--- config.mk ---
export PLATFORM = sky130hd
export DESIGN_NAME = asatr_status_regs
export DESIGN_NICKNAME = d
export VERILOG_FILES = /design/src/rtl/asatr_pkg.sv /design/src/rtl/asatr_status_regs.sv
export VERILOG_INCLUDE_DIRS = /design/src /design/src/rtl
export SDC_FILE = /design/constraint.sdc
export NUM_CORES = 1
export LEC_CHECK = 0
export BUFFER_PORTS_ARGS = -buffer_cell sky130_fd_sc_hd__buf_2
export CORE_AREA = 4 4 67 69
export CTS_CLUSTER_SIZE = 8
export DETAILED_ROUTE_END_ITERATION = 8
export DIE_AREA = 0 0 71 73
export PLACE_DENSITY_LB_ADDON = 0.15
export SLEW_MARGIN = 20
export SYNTH_ARGS = -nofsm -noshare
export SYNTH_HDL_FRONTEND = slang
export SYNTH_SLANG_ARGS = --single-unit
export TNS_END_PERCENT = 20
--- constraint.sdc ---
create_clock -name clk -period 1.95 [get_ports clk]
set_input_delay 0 -clock clk [delete_from_list [all_inputs] [get_ports clk]]
set_output_delay 0 -clock clk [all_outputs]
set_load 0.01 [all_outputs]
--- src/rtl/asatr_defs.svh ---
`ifndef ASATR_DEFS_SVH
`define ASATR_DEFS_SVH

// Register locations
`define ASATR_ADDR_TEMP 5'h05
`define ASATR_ADDR_MASK 5'h06
`define ASATR_ADDR_FLAGS 5'h07

// Reset values
`define ASATR_TEMP_RST 8'h00
`define ASATR_MASK_RST 7'h00
`define ASATR_FLAGS_RST 8'h00
`define ASATR_RDATA_RST 8'h00
`define ASATR_UNMAPPED 8'h00

// Alarm flag positions
`define ASATR_BIT_ZERO 6
`define ASATR_BIT_COLL 5
`define ASATR_BIT_PAT 3
`define ASATR_BIT_TWO 1
`define ASATR_BIT_ONE 0

// Implemented flag bits, reserved bits stay zero
`define ASATR_FLAG_IMPL 8'h6B

// Mask field
`define ASATR_MASK_MSB 6
`define ASATR_MASK_ALL 7'h7F

// Write pointer
`define ASATR_WP_RELOAD 8'h01
`define ASATR_WP_EMPTY 8'h00

// Good-sample run before auto-clear: 64 samples
`define ASATR_RUN_RST 6'h00
`define ASATR_RUN_ONE 6'h01
`define ASATR_RUN_LAST 6'h3F

`endif

--- src/rtl/asatr_pkg.sv ---
package asatr_pkg;

    typedef struct packed {
        logic [4:0] addr;
        logic write;
        logic [7:0] wdata;
    } asatr_req_t;

    typedef struct packed {
        logic zero;
        logic coll;
        logic pat;
        logic two;
        logic one;
    } asatr_evt_t;

endpackage : asatr_pkg

--- src/rtl/asatr_status_regs.sv ---
`timescale 1ns/1ps
`include "asatr_defs.svh"
// Operation
// RL1: The temperature register shows the sensor's signed Celsius byte unchanged.
// RL2: The host reads the temperature with a serial clock period of at least one microsecond.
// RL3: The temperature register at 0x05 is read-only and ignores writes.
// RL4: A mask bit of one keeps the matching alarm off the shared alert pin.
// RL5: Bit 6 is set whenever the write pointer holds all zeros.
// RL6: An all-zero write pointer stays stuck until the next sync reloads it.
// RL7: The host resynchronises the FIFO after a corrupted-pointer alarm.
// RL8: Bit 5 is set when the FIFO pointers overrun or underrun each other.
// RL9: Bit 3 is set when input data differs from the reference pattern.
// RL10: Bit 1 is set when the pointers are within two addresses.
// RL11: Bit 0 is set when the pointers are within one address.
// RL12: The alarm register at 0x07 resets to zero and a host write clears it.
// RL13: One-apart and two-apart alarms are raised only while their enables are on.
// RL14: With auto-clear on, 64 consecutive good samples clear the flags.
// RL15: Flags latch until cleared and masking never touches them.
// RL16: The alert pin asserts when any unmasked flag is set.
// RL17: Reserved mask and status bits read zero and ignore writes.
module asatr_status_regs (
    input wire logic clk,
    input wire logic resetn,
    input wire logic reqValid,
    input wire asatr_pkg::asatr_req_t req,
    output logic [7:0] rdata,
    input wire logic [7:0] tempSensor,
    input wire logic wrAdvance,
    input wire logic syncEvent,
    input wire logic [7:0] readPointer,
    input wire logic patternMismatch,
    input wire logic goodSample,
    input wire logic one_apart_check_on,
    input wire logic two_apart_check_on,
    input wire logic auto_clear_on_good_run,
    output logic [7:0] writePointer,
    output logic shared_alert_out_pin
);

    logic [7:0] temp_reg, temp_next;
    logic [6:0] mask_reg, mask_next;
    logic [7:0] flags_reg, flags_next;
    logic [7:0] wp_reg, wp_next;
    logic [5:0] run_reg, run_next;
    logic [7:0] rdata_reg, rdata_next;
    logic alert_reg, alert_next;
    logic autoClr;
    logic hostClr;
    logic [7:0] rpNear1, rpNear2;
    asatr_pkg::asatr_evt_t evt;
    logic [7:0] evtBits;

    // Pointer proximity on one-hot shift-register pointers
    assign rpNear1 = readPointer | {readPointer[6:0], readPointer[7]} | {readPointer[0], readPointer[7:1]};
    assign rpNear2 = rpNear1 | {readPointer[5:0], readPointer[7:6]} | {readPointer[1:0], readPointer[7:2]};

    always_comb begin
        evt.zero = (wp_reg == `ASATR_WP_EMPTY); // RL5
        evt.coll = |(wp_reg & readPointer); // RL8
        evt.pat = patternMismatch; // RL9
        evt.two = two_apart_check_on & (|(wp_reg & rpNear2)); // RL10 RL13
        evt.one = one_apart_check_on & (|(wp_reg & rpNear1)); // RL11 RL13
    end

    always_comb begin
        evtBits = `ASATR_FLAGS_RST;
        evtBits[`ASATR_BIT_ZERO] = evt.zero;
        evtBits[`ASATR_BIT_COLL] = evt.coll;
        evtBits[`ASATR_BIT_PAT] = evt.pat;
        evtBits[`ASATR_BIT_TWO] = evt.two;
        evtBits[`ASATR_BIT_ONE] = evt.one;
    end

    // Write pointer
    always_comb begin
        wp_next = wp_reg;
        if (syncEvent) begin
            wp_next = `ASATR_WP_RELOAD;
        end else if (wrAdvance && wp_reg != `ASATR_WP_EMPTY) begin // RL6
            wp_next = {wp_reg[6:0], wp_reg[7]};
        end
    end

    always_ff @(posedge clk) begin
        if (!resetn) begin
            wp_reg <= `ASATR_WP_RELOAD;
        end else begin
            wp_reg <= wp_next;
        end
    end

    // Good-sample run counter
    always_comb begin
        run_next = run_reg;
        autoClr = 1'b0;
        if (|evtBits) begin
            run_next = `ASATR_RUN_RST;
        end else if (goodSample) begin
            if (run_reg == `ASATR_RUN_LAST) begin
                run_next = `ASATR_RUN_RST;
                autoClr = auto_clear_on_good_run; // RL14
            end else begin
                run_next = run_reg + `ASATR_RUN_ONE;
            end
        end
    end

    always_ff @(posedge clk) begin
        if (!resetn) begin
            run_reg <= `ASATR_RUN_RST;
        end else begin
            run_reg <= run_next;
        end
    end

    // Registers
    assign hostClr = reqValid && req.write && req.addr == `ASATR_ADDR_FLAGS;

    always_comb begin
        temp_next = tempSensor; // RL1 RL3
        mask_next = mask_reg;
        if (reqValid && req.write && req.addr == `ASATR_ADDR_MASK) begin
            mask_next = req.wdata[`ASATR_MASK_MSB:0]; // RL17
        end
        flags_next = flags_reg;
        if (hostClr || autoClr) begin
            flags_next = `ASATR_FLAGS_RST; // RL12 RL14
        end
        flags_next = (flags_next | evtBits) & `ASATR_FLAG_IMPL; // RL15 RL17
        alert_next = |(flags_next[`ASATR_MASK_MSB:0] & ~mask_next); // RL4 RL16
        rdata_next = rdata_reg;
        if (reqValid && !req.write) begin
            case (req.addr)
                `ASATR_ADDR_TEMP: rdata_next = temp_reg;
                `ASATR_ADDR_MASK: rdata_next = {1'b0, mask_reg}; // RL17
                `ASATR_ADDR_FLAGS: rdata_next = flags_reg;
                default: rdata_next = `ASATR_UNMAPPED;
            endcase
        end
    end

    always_ff @(posedge clk) begin
        if (!resetn) begin
            temp_reg <= `ASATR_TEMP_RST;
            mask_reg <= `ASATR_MASK_RST;
            flags_reg <= `ASATR_FLAGS_RST;
            rdata_reg <= `ASATR_RDATA_RST;
            alert_reg <= 1'b0;
        end else begin
            temp_reg <= temp_next;
            mask_reg <= mask_next;
            flags_reg <= flags_next;
            rdata_reg <= rdata_next;
            alert_reg <= alert_next;
        end
    end

    assign rdata = rdata_reg;
    assign writePointer = wp_reg;
    assign shared_alert_out_pin = alert_reg;
endmodule : asatr_status_regs

Yosys cells after proc, flatten, opt, wreduce, memory -nomap -nowiden:

Index checks and enable logic that the tools add are counted.

* register bits: 43
* bits of input ports: 40

* bitwise gates (word level): 13
* equal/unequal tests: 4
* $add $sub $neg: 1
* reductions and logical operators: 16
* mux-type cells: 7

Operators with widths (number)
* $or A8 B8 Y8: 4
* $and A8 B8 Y8: 3
* $pmux W8 S3: 1
* $reduce_or A8 Y1: 3
* $eq A5 B3 Y1 const B: 3
* $mux W7: 2
* $reduce_or A13 Y1: 1
* $reduce_or A12 Y1: 1
* $logic_not A8 Y1: 1
* $reduce_bool A8 Y1: 1
* $and A7 B7 Y7: 1
* $not A7 Y7: 1
* $or A7 B7 Y7: 1
* $reduce_or A7 Y1: 1
* $add A6 B1 Y6 const B: 1
* $eq A6 B6 Y1 const B: 1
* $mux W6: 1
* $logic_and A1 B1 Y1: 5
* $mux W1: 3
* $and A1 B1 Y1: 2
* $reduce_or A2 Y1: 1
* $logic_not A1 Y1: 1
* $logic_or A1 B1 Y1: 1
* $not A1 Y1: 1

Longest topological paths before layout:

Gate-level depths: netlist (run 1).

* depth in word-level cells: 14
* mapped depth: 8

Worst setup path before layout (run 1):

OpenSTA, ideal clock, no wires.

* kind: register to register
* from: register wp_reg[1] (netlist: writePointer[1])
* to: register alert_reg (netlist: shared_alert_out_pin)
* period minus slack after synthesis: 1.863 ns
* arrival time: 1.731 ns
* cell stages (with the launch flop): 8
* library setup time: 0.132 ns
* buffers on the path: 0
* slack: 0.087 ns
* data required time: 1.818 ns
* cell sequence: dfxtp_1 > a22oi_1 > nand4_1 > or3_1 > nor3_4 > o31ai_2 > a221oi_2 > o221ai_2

* word-level cells in the longest chain between the ends: 10
* elaborated cells between the ends (all ways): 16

Ends and longest elaborated chain
* start, declared: line asatr_status_regs.sv:43 `logic [7:0] wp_reg, wp_next;`
* start signal, assigned: line asatr_status_regs.sv:86 `` wp_reg <= `ASATR_WP_RELOAD; ``
* start signal, assigned: line asatr_status_regs.sv:88 `wp_reg <= wp_next;`
* $and A8 B8 Y8, on equally long branches: line asatr_status_regs.sv:62, asatr_status_regs.sv:61
* $reduce_or A8 Y1, on equally long branches: line asatr_status_regs.sv:62, asatr_status_regs.sv:61
* $and A1 B1 Y1, on equally long branches: line asatr_status_regs.sv:62, asatr_status_regs.sv:61
* $reduce_or A12 Y1: line asatr_status_regs.sv:96 `if (|evtBits) begin`
* $mux W1: line asatr_status_regs.sv:96
* $logic_or A1 B1 Y1: line asatr_status_regs.sv:126 `if (hostClr || autoClr) begin`
* $mux W7: line asatr_status_regs.sv:126
* $or A7 B7 Y7 *: line asatr_status_regs.sv:129 `` flags_next = (flags_next | evtBits) & `ASATR_FLAG_IMPL; ``
* $and A7 B7 Y7 *: line asatr_status_regs.sv:130 `` alert_next = |(flags_next[`ASATR_MASK_MSB:0] & ~mask_next); ``
* $reduce_or A7 Y1 *: line asatr_status_regs.sv:130
* end signal, assigned: line asatr_status_regs.sv:154 `alert_reg <= alert_next;`
* end, declared: line asatr_status_regs.sv:46 `logic alert_reg, alert_next;`

Mark *: on every way between the ends. The rest lies on a longest branch, timed or not.
A chain may end at the register's enable or synchronous reset.

Final worst setup path (run 1):

* from: register wp_reg[7] (netlist: writePointer[7])
* to: register alert_reg (netlist: shared_alert_out_pin)

The elaborated chain is that of the path after synthesis.

==> results of run 1 <==
-- per-stage QoR --
stage	TNS [ns]	power (W)	util	setup slack, ns
after floorplan	0	0.001055	-	0.08697
after global placement	0	0.001166	0.6346	0.005825
after detailed placement	-0.04408	0.001170	0.6346	-0.04408
after CTS	-0.002438	0.001888	0.7190	-0.002438
after global routing	-0.1201	0.001949	0.7215	-0.08846
final	-0.003473	0.001875	0.7215	-0.003473
-- layout make-up --
type	count	area, µm²
well taps	50	62.56
multi-input cells	155	1081
repair buffers	104	680.7
flip-flops and latches	43	875.8
fillers	320	1090
inverters	3	11.26
clock inverters	3	43.79
clock buffers	5	68.82
-- how the worst max path moves through the flow --
stage / start / to / depth (start not counted)
2_1_floorplan: writePointer[1] / shared_alert_out_pin / 7
3_3_place_gp: readPointer[7] / shared_alert_out_pin / 8
3_5_place_dp: readPointer[7] / shared_alert_out_pin / 8
4_1_cts: writePointer[7] / shared_alert_out_pin / 7
5_1_grt: writePointer[7] / shared_alert_out_pin / 7
6_report: writePointer[7] / shared_alert_out_pin / 7
-- cell families (layout without fill, tap and decap cells) --
family | Yosys count | count (layout) | share of synthesized area
AND/OR/NAND/NOR | 81 | 81 | 0.2132
AO/OA/AOI/OAI | 48 | 48 | 0.1921
flip-flops | 43 | 43 | 0.4405
multiplexers | 20 | 20 | 0.1024
buffers and inverters | 12 | 115 | 0.02305
XOR/XNOR | 5 | 5 | 0.02241
adder cells (fa/ha/maj) | 1 | 1 | 0.006401
-- layout by cell type (no fill, tap or decap), types with 4 or more instances in the layout --
cell            n
nor2_1         37
dfxtp_1        37
nand4_1         6
buf_2          55
a22oi_2         4
o31ai_1        12
and2_1          8
a22o_1          4
a21oi_1         9
a211oi_1        8
clkbuf_8        5
nand2_1         7
mux2i_1        20
buf_4          34
dlygate4sd3_1  15
-- worst max-delay path: stages, from the launching register on --
cell,delay [ns]
dfxtp_4,0.37
buf_4,0.13
a22o_1,0.20
o31a_1,0.35
nor3_4,0.28
a21oi_2,0.12
a221oi_2,0.26
o221ai_2,0.11
-- Yosys cell counts (all sizes together) --
| cell | number | area share |
|---|---|---|
| ha | 1 | 0.0064 |
| and2 | 9 | 0.029 |
| nor2b | 2 | 0.0064 |
| buf | 1 | 0.0019 |
| xnor2 | 2 | 0.0090 |
| nor2 | 38 | 0.073 |
| o21ai | 1 | 0.0083 |
| a22oi | 6 | 0.023 |
| a211oi | 8 | 0.031 |
| dfxtp | 43 | 0.44 |
| inv | 3 | 0.0058 |
| clkbuf | 8 | 0.015 |
| xor2 | 3 | 0.013 |
| o211ai | 1 | 0.0038 |
| mux2i | 20 | 0.10 |
| or4 | 2 | 0.0077 |
| nand4 | 6 | 0.019 |
| a221oi | 1 | 0.0077 |
| nand2 | 7 | 0.013 |
| or3 | 5 | 0.019 |
| nand2b | 2 | 0.0064 |
| a22o | 4 | 0.018 |
| nor3 | 6 | 0.024 |
| o31a | 1 | 0.0045 |
| a211o | 1 | 0.0045 |
| a21oi | 10 | 0.028 |
| and4b | 1 | 0.0051 |
| o21a | 1 | 0.0038 |
| o221ai | 1 | 0.0077 |
| nand3 | 3 | 0.010 |
| o31ai | 13 | 0.052 |
-- layer usage --
layer  GRT usage  part of all wire  vias to the layer above
met4     0.07516             0.021                        0
li1            -                 -                      970
met3     0.04683             0.068                       13
met2      0.3481              0.47                       75
met5           0                 0                        -
met1      0.2360              0.44                      882
-- power groups by stage --
stage | registers [W] | clock network (W) | logic, W
floorplan | 0.000948 | 0 | 0.000107
global placement | 0.000942 | 0 | 0.000223
detailed placement | 0.000943 | 0 | 0.000227
CTS | 0.000918 | 0.000713 | 0.000256
global route | 0.000923 | 0.000743 | 0.000283
finish | 0.000918 | 0.000697 | 0.000259
-- timing repair --
| action | in CTS | in global routing |
|---|---|---|
| pin swaps | 5 | 1 |
| endpoints found under the setup margin | 1 | 5 |
| resized for setup | 14 | 2 |
| hold buffers | 15 | 0 |
| hold endpoints to repair | 15 | 0 |
| setup buffers | 4 | 0 |
==> results_dict.tcl, run 1 <==
set metrics [dict create \
    core-area_um2 3914 \
    design_area_um2 2824 \
    initial_utilization 0.4994 \
    critPathLaunchType "flop" \
    port_buffers 55 \
    pwr-share-clk 0.372 \
    relSlewSlack 0.7903 \
    syn_avg_cell_area_um2 9.307 \
    nets 353 \
    grt_max_degree 20 \
    row_count 23 \
    p_sw_w 0.0004537 \
    num_antenna_cells 0 \
    syn_nets 251 \
    combPwrFrac 0.138 \
    maxCapViolCount 0 \
    power_density_nw_per_um2 663.8 \
    crit_path_end_kind "flop" \
    stdcell_count 363 \
    gr-total-overflow 0 \
    syn-cell-area_um2 1954 \
    min_to "mask_reg[1]" \
    rrSetupSlack_ns -0.003 \
    dr_total_vias 1940 \
    crit_required_ns 2.13 \
    antenna_found_initial 0 \
    die_y_um 73 \
    numCtsBuffers 5 \
    finClkSkew_ns 0.003439 \
    via_per_inst 5.344 \
    crit_type "flop to flop" \
    slew_violations 0 \
    finalHoldViolations 0 \
    ioPinCount 57 \
    hold_depth 3 \
    wl_per_cell_um 13.94 \
    ys_seq_elements 43 \
    violations "negative setup slack" \
    critPathMaxFanout 4 \
    setup_viol 1 \
    reg2reg_depth 7 \
    ant_nets 0 \
    grt_usage 0.1987 \
    fin_crit_ns 1.953 \
    first_pass_iters 4 \
    pwr-share-seq 0.490 \
    irDropWorstVdd_mv 0.3539 \
    drt_iter0_markers 86 \
    cts_tree "done" \
    die_w_um 71 \
    leakage_nw 1.199 \
    wl_um 5061 \
    p_int_w 0.001421 \
    first_global_vias 1893 \
    htree_levels 2 \
    placed_cell_area_um2 2484 \
    max_freq_mhz 511.9 \
    holdWs_ns 0.009921 \
    outcome "finished, violations left" \
    numPlacedInstances 336 \
    areaGrowthSynthToFinish_pct 44.49 \
    seq_area_frac_synth 0.4405 \
    period_share 1.002 \
    setup_slack_ns -0.003473 \
    grt_setup_unrepaired "true" \
    clockBufferDepth 2 \
    clkLatencyLatePin_ns 0.30 \
    dpl.hpwl_um 3615 \
    r2r-start "writePointer[7]" \
    clockRootBuffer "clkbuf_8" \
    drc 0 \
    worstPathArrival_ns 2.13 \
    worstReg2RegEnd "shared_alert_out_pin" \
    hold_path.class "primary input to flop" \
    clkTransAtPathRegs_ns 0.08 \
    hold_start "req[1]" \
    synthCells 210 \
    synth.distinct_cells 38 \
    ys_warn_count 0 \
    drive_gt1_frac 0.3834 \
    dieArea_um2 5183 \
    gp_congestion 0.8760 \
    grt_pass1_wl_um 8307 \
    cts_num_sinks 43 \
    p_sw_frac 0.2420 \
    max_slew.worst_pin.slew_ns 0.3128 \
]
(Power assumes the default switching activity.)
==> inputs of run 2 (changes only) <==
--- a/config.mk
+++ b/config.mk
@@ -7,10 +7,10 @@
 export NUM_CORES = 1
 export LEC_CHECK = 0
 export BUFFER_PORTS_ARGS = -buffer_cell sky130_fd_sc_hd__buf_2
-export CORE_AREA = 4 4 67 69
+export CORE_AREA = 4 4 71 73
 export CTS_CLUSTER_SIZE = 8
 export DETAILED_ROUTE_END_ITERATION = 8
-export DIE_AREA = 0 0 71 73
+export DIE_AREA = 0 0 75 77
 export PLACE_DENSITY_LB_ADDON = 0.15
 export SLEW_MARGIN = 20
 export SYNTH_ARGS = -nofsm -noshare
==> run 2 against run 1 <==
Effect of this change: the run now ends clean; die area rose by 11%; clock power down 21%; global-route usage shrank 2.3 points; largest cell class unchanged; largest power group unchanged.
==> results_dict.tcl, run 2 (synthesized netlist as in run 1, its figures left out) <==
set metrics [dict create \
    setup_slack_ns 0.04238 \
    grt_max_degree 20 \
    grt_pass1_wl_um 7997 \
    multi_input_area_um2 1079 \
    dieArea_um2 5775 \
    layout_common_cells "buf_2 (55), dfxtp_1 (37), nor2_1 (36)" \
    htree_levels 2 \
    setup_viol 0 \
    relSlewSlack 0.7668 \
    max_slew.worst_pin.slew_ns 0.3485 \
    maxCapViolCount 0 \
    areaGrowthSynthToFinish_pct 43.66 \
    drt_iter0_markers 59 \
    outcome "complete, no violations" \
    port_buffers 55 \
    via_per_inst 5.211 \
    seqCellArea_um2 875.8 \
    wl_um 4946 \
    first_pass_iters 4 \
    gr-total-overflow 0 \
    numCtsBuffers 5 \
    max_freq_mhz 524.2 \
    stdcell_count 365 \
    nets 354 \
    fillers 402 \
    finClkSkew_ns 0.004272 \
    initial_utilization 0.4489 \
    row_count 24 \
    wl_per_cell_um 13.55 \
    leakage_nw 1.194 \
    numPlacedInstances 340 \
    power_density_nw_per_um2 614.8 \
    irDropWorstVdd_mv 0.2491 \
    crit_path_end_kind "flop" \
    ant_nets 0 \
    fin_crit_ns 1.908 \
    cts_num_sinks 43 \
    hold_path.class "primary input to flop" \
    clkLatencyLatePin_ns 0.28 \
    drc 0 \
    core-area_um2 4354 \
    critPathMaxFanout 3 \
    die_w_um 75 \
    slew_violations 0 \
    totalNegativeSetupSlack_ns 0 \
    clockBufferDepth 2 \
    antenna_found_initial 0 \
    gp_congestion 0.9010 \
    critPathLaunchType "flop" \
    pre_cts_ws_ns -0.03064 \
    die_y_um 77 \
    design_area_um2 2808 \
    finalHoldViolations 0 \
    num_antenna_cells 0 \
    reg2reg_depth 7 \
    utilization 0.6448 \
    final_common_cell "buf_2" \
    placed_cell_area_um2 2501 \
    ioPinCount 57 \
    grt_setup_unrepaired "true" \
    hold_depth 3 \
    drive_gt1_frac 0.3866 \
    clkTransAtPathRegs_ns 0.07 \
    grt_usage 0.1756 \
    first_global_vias 1836 \
    cts_tree "done" \
    period_share 0.9783 \
    dpl.hpwl_um 3728 \
    clockRootBuffer "clkbuf_8" \
    crit_required_ns 2.12 \
    worstPathArrival_ns 2.08 \
    crit_type "flop to flop" \
    dr_total_vias 1902 \
]
run 2: cell count changes in the layout (fill, tap and decap cells not counted), sizes merged:
cell,delta
buf,+2
bufinv,-1
dlygate4sd3,-1
clkinv,-1
clkbuf,+1
run 2: critical path: stages, from the launching register on:
cell and delay (ns):
dfxtp_4 0.36, buf_4 0.14, a22o_1 0.20, o31a_1 0.32
nor3_4 0.27, o31ai_2 0.10, a221oi_2 0.29, o221ai_2 0.12
run 2: repair_timing:
action | CTS | global route
resized for setup | 12 | 5
endpoints found under the hold margin | 14 | 0
pin swaps | 6 | 3
setup buffers | 4 | 0
hold buffers | 14 | 0
setup endpoints to repair | 1 | 3
run 2: metal layers:
metal | track usage | routed length, µm | up-vias | share of wire
met3 | 0.04183 | 269 | 10 | 0.054
met2 | 0.2927 | 2414 | 55 | 0.49
met1 | 0.2101 | 2161 | 870 | 0.44
met5 | 0 | 0 | - | 0
met4 | 0.07295 | 101 | 0 | 0.020
li1 | - | - | 967 | -
run 2: worst paths after layout:
| path | from | to | slack, ns |
|---|---|---|---|
| hold reg to reg | temp_reg[7] | rdata[7] | 0.46 |
| setup reg to reg | writePointer[4] | shared_alert_out_pin | 0.04 |
| hold / removal | req[6] | mask_reg[6] | 0.01 |
| setup / recovery | writePointer[4] | shared_alert_out_pin | 0.04 |
run 2: cell type report:
type	instances	share of cell area
clock buffer	6	0.02941
clock inverter	1	0.001783
inverter	3	0.004011
multi-input combinational	155	0.3841
sequential	43	0.3119
tap	52	0.02317
timing repair buffer	105	0.2455
run 2: where the power goes:
part	internal, W	switching, W
clock	0.000278	0.000272
combinational	0.000136	0.000121
sequential	0.000905	0.0000147
total	0.00132	0.000407
run 2: metrics by stage:
stage / hold WS, ns / power [W]
after floorplan: 0.1174 / 0.001055
after global placement: 0.2060 / 0.001168
after detailed placement: 0.2109 / 0.001171
after CTS: 0.006508 / 0.001743
after global routing: 0.03700 / 0.001815
final: 0.01205 / 0.001726
==> inputs of run 3 (changes only) <==
--- a/config.mk
+++ b/config.mk
@@ -6,11 +6,12 @@
 export SDC_FILE = /design/constraint.sdc
 export NUM_CORES = 1
 export LEC_CHECK = 0
+export ABC_AREA = 1
 export BUFFER_PORTS_ARGS = -buffer_cell sky130_fd_sc_hd__buf_2
-export CORE_AREA = 4 4 71 73
+export CORE_AREA = 4 4 73 75
 export CTS_CLUSTER_SIZE = 8
 export DETAILED_ROUTE_END_ITERATION = 8
-export DIE_AREA = 0 0 75 77
+export DIE_AREA = 0 0 77 79
 export PLACE_DENSITY_LB_ADDON = 0.15
 export SLEW_MARGIN = 20
 export SYNTH_ARGS = -nofsm -noshare
==> run 3 against run 2 <==
Effect of this change: first-iteration DRC count grew 51%; sequential power up 0.9%; register-to-register slack improved by 0.16 ns; combinational power shrank 9.7%; die area is 5.3% higher; area after synthesis up 4.0%; final area shrank 4.8%; count of clock-buffer cells in the layout stayed put; worst hold slack gained 0.013 ns; maximum frequency increased by 9.1%; routed wire length up 0.47%; clock power is essentially flat.
==> results_dict.tcl, run 3 <==
set metrics [dict create \
    outcome "complete, no violations" \
    hold_path.class "primary input to flop" \
    route.met2.wl_um 2276 \
    ant_nets 0 \
    syn_avg_cell_area_um2 6.619 \
    cts_num_sinks 43 \
    finalHoldViolations 0 \
    wl_um 4969 \
    maxCapViolCount 0 \
    numCtsBuffers 5 \
    seqCellArea_um2 863.3 \
    syn-cell-area_um2 2032 \
    drt_iter0_markers 89 \
    setup_slack_ns 0.2014 \
    clkTransAtPathRegs_ns 0.08 \
    first_global_vias 1911 \
    dpl.hpwl_um 3716 \
    finClkSkew_ns 0.004885 \
    power_density_nw_per_um2 639.0 \
    grt_max_degree 14 \
    gp_congestion 0.8295 \
    setup_viol 0 \
    leakage_nw 1.325 \
    utilization 0.5737 \
    port_buffers 55 \
    max_slew.worst_pin.slew_ns 0.3386 \
    dieArea_um2 6083 \
    ioPinCount 57 \
    via_per_inst 4.701 \
    row_count 25 \
    ys_seq_elements 43 \
    m1WireLength_um 2415 \
    antenna_found_initial 0 \
    syn_nets 348 \
    design_area_um2 2674 \
    relSlewSlack 0.7734 \
    ys_top_cells_by_count "nand2_1 (105), dfxtp_1 (43), inv_1 (36)" \
    final_common_cell "nand2_1" \
    placed_cell_area_um2 2401 \
    synth_ff_type "dfxtp_1" \
    seq_area_frac_synth 0.4236 \
    die_y_um 79 \
    holdWs_ns 0.02462 \
    drc 0 \
    crit_type "flop to flop" \
    clkLatencyLatePin_ns 0.29 \
    worstPathArrival_ns 1.93 \
    first_pass_iters 4 \
    synth_top_area_cell "dfxtp_1" \
    fillers 450 \
    critPathLaunchType "flop" \
    irDropWorstVdd_mv 0.3214 \
    drive_gt1_frac 0.2320 \
    synthArstFlopShare 0 \
    clockBufferDepth 2 \
    core-area_um2 4661 \
    initial_utilization 0.4360 \
    yosysTopAreaCellShare 0.4236 \
    synthCells 307 \
    synth_area_leaders "dfxtp_1 (42%), nand2_1 (19%), inv_1 (6.7%), nor2_1 (6.1%), nand3_1 (5.4%)" \
    grt_pass1_wl_um 8376 \
    synth.distinct_cells 25 \
    ys_warn_count 0 \
    grt_usage 0.1694 \
    cts_tree "done" \
    wl_per_cell_um 11.24 \
    met3WireLength_um 253 \
    crit_required_ns 2.13 \
    areaGrowthSynthToFinish_pct 31.59 \
    htree_levels 2 \
    totalNegativeSetupSlack_ns 0 \
    layout_common_cells "nand2_1 (105), buf_2 (55), dfxtp_1 (41)" \
    critPathMaxFanout 5 \
    top_layer "met4" \
    die_w_um 77 \
    clockRootBuffer "clkbuf_8" \
    nets 428 \
    max_freq_mhz 571.9 \
    dr_total_vias 2078 \
    pre_cts_ws_ns 0.07978 \
    multi_input_area_um2 1045 \
    num_antenna_cells 0 \
    gr-total-overflow 0 \
    synth_edf_count 0 \
    slew_violations 0 \
    yosysMostFrequentCell "nand2_1" \
    crit_path_end_kind "flop" \
    period_share 0.8967 \
    fin_crit_ns 1.749 \
]
run 3: cell types whose count changed after synthesis, moves of 6 or more:
cell,delta
a211oi_1,-8
a21oi_1,+12
a22oi_1,-6
and2_1,-8
inv_1,+33
mux2i_1,-16
nand2_1,+98
nand3_1,+20
o21ai_0,+13
o31ai_1,-12
run 3: layout make-up:
cell class | count | share of cell area
clock inverter | 2 | 0.004679
multi-input combinational | 223 | 0.3907
timing repair buffer | 76 | 0.1759
inverter | 38 | 0.05335
clock buffer | 6 | 0.02714
sequential | 43 | 0.3229
tap | 54 | 0.02527
run 3: report_power, final:
part	total, W	switching [W]	internal, W
combinational	0.000232	0.000129	0.000104
clock	0.000550	0.000299	0.000250
sequential	0.000927	0.0000213	0.000905
run 3: cells by family after synthesis:
group	after synthesis	share of synthesized area
buffers and inverters	41	0.07574
DFF	43	0.4236
AOI/OAI and AO/OA	36	0.08990
adders and majority gates	1	0.006157
and+or+nand+nor	179	0.3719
muxes	4	0.01971
xor gates and xnor gates	3	0.01293
run 3: path summary, 6_finish.rpt:
path	startpoint	end	slack, ns	cells after the start
min reg2reg	temp_reg[7]	rdata[7]	0.45	2
min	req[2]	flop	0.02	3
max reg2reg	run_reg[1]	shared_alert_out_pin	0.20	13
max	run_reg[1]	shared_alert_out_pin	0.20	13
run 3: stage by stage:
step	power, W	cells
finish	0.001708	442
global route	0.001796	442
CTS	0.001723	441
detailed placement	0.001150	418
global placement	0.001148	418
floorplan	0.001060	307
run 3: worst max-delay path, cell delays in order (launching register included):
cell	delay [ns]
dfxtp_1	0.36
ha_1	0.15
nand2_1	0.08
nor2_2	0.11
and3_1	0.17
nand2_1	0.07
nor2_2	0.12
nand3_2	0.13
nand2_1	0.09
o21ai_0	0.10
nand2_1	0.08
nand2_1	0.05
nor2_1	0.09
nor2_1	0.05
run 3: layer usage:
metal	global-route usage	up-vias
met2	0.2718	50
met4	0.04804	0
met1	0.2285	901
li1	-	1125
met5	0	-
met3	0.03968	2
run 3: timing repair:
item,4_1_cts,5_1_grt
resized for setup,0,9
setup buffers,0,1
hold endpoints to repair,15,0
hold buffers,15,0
setup endpoints to repair,0,1
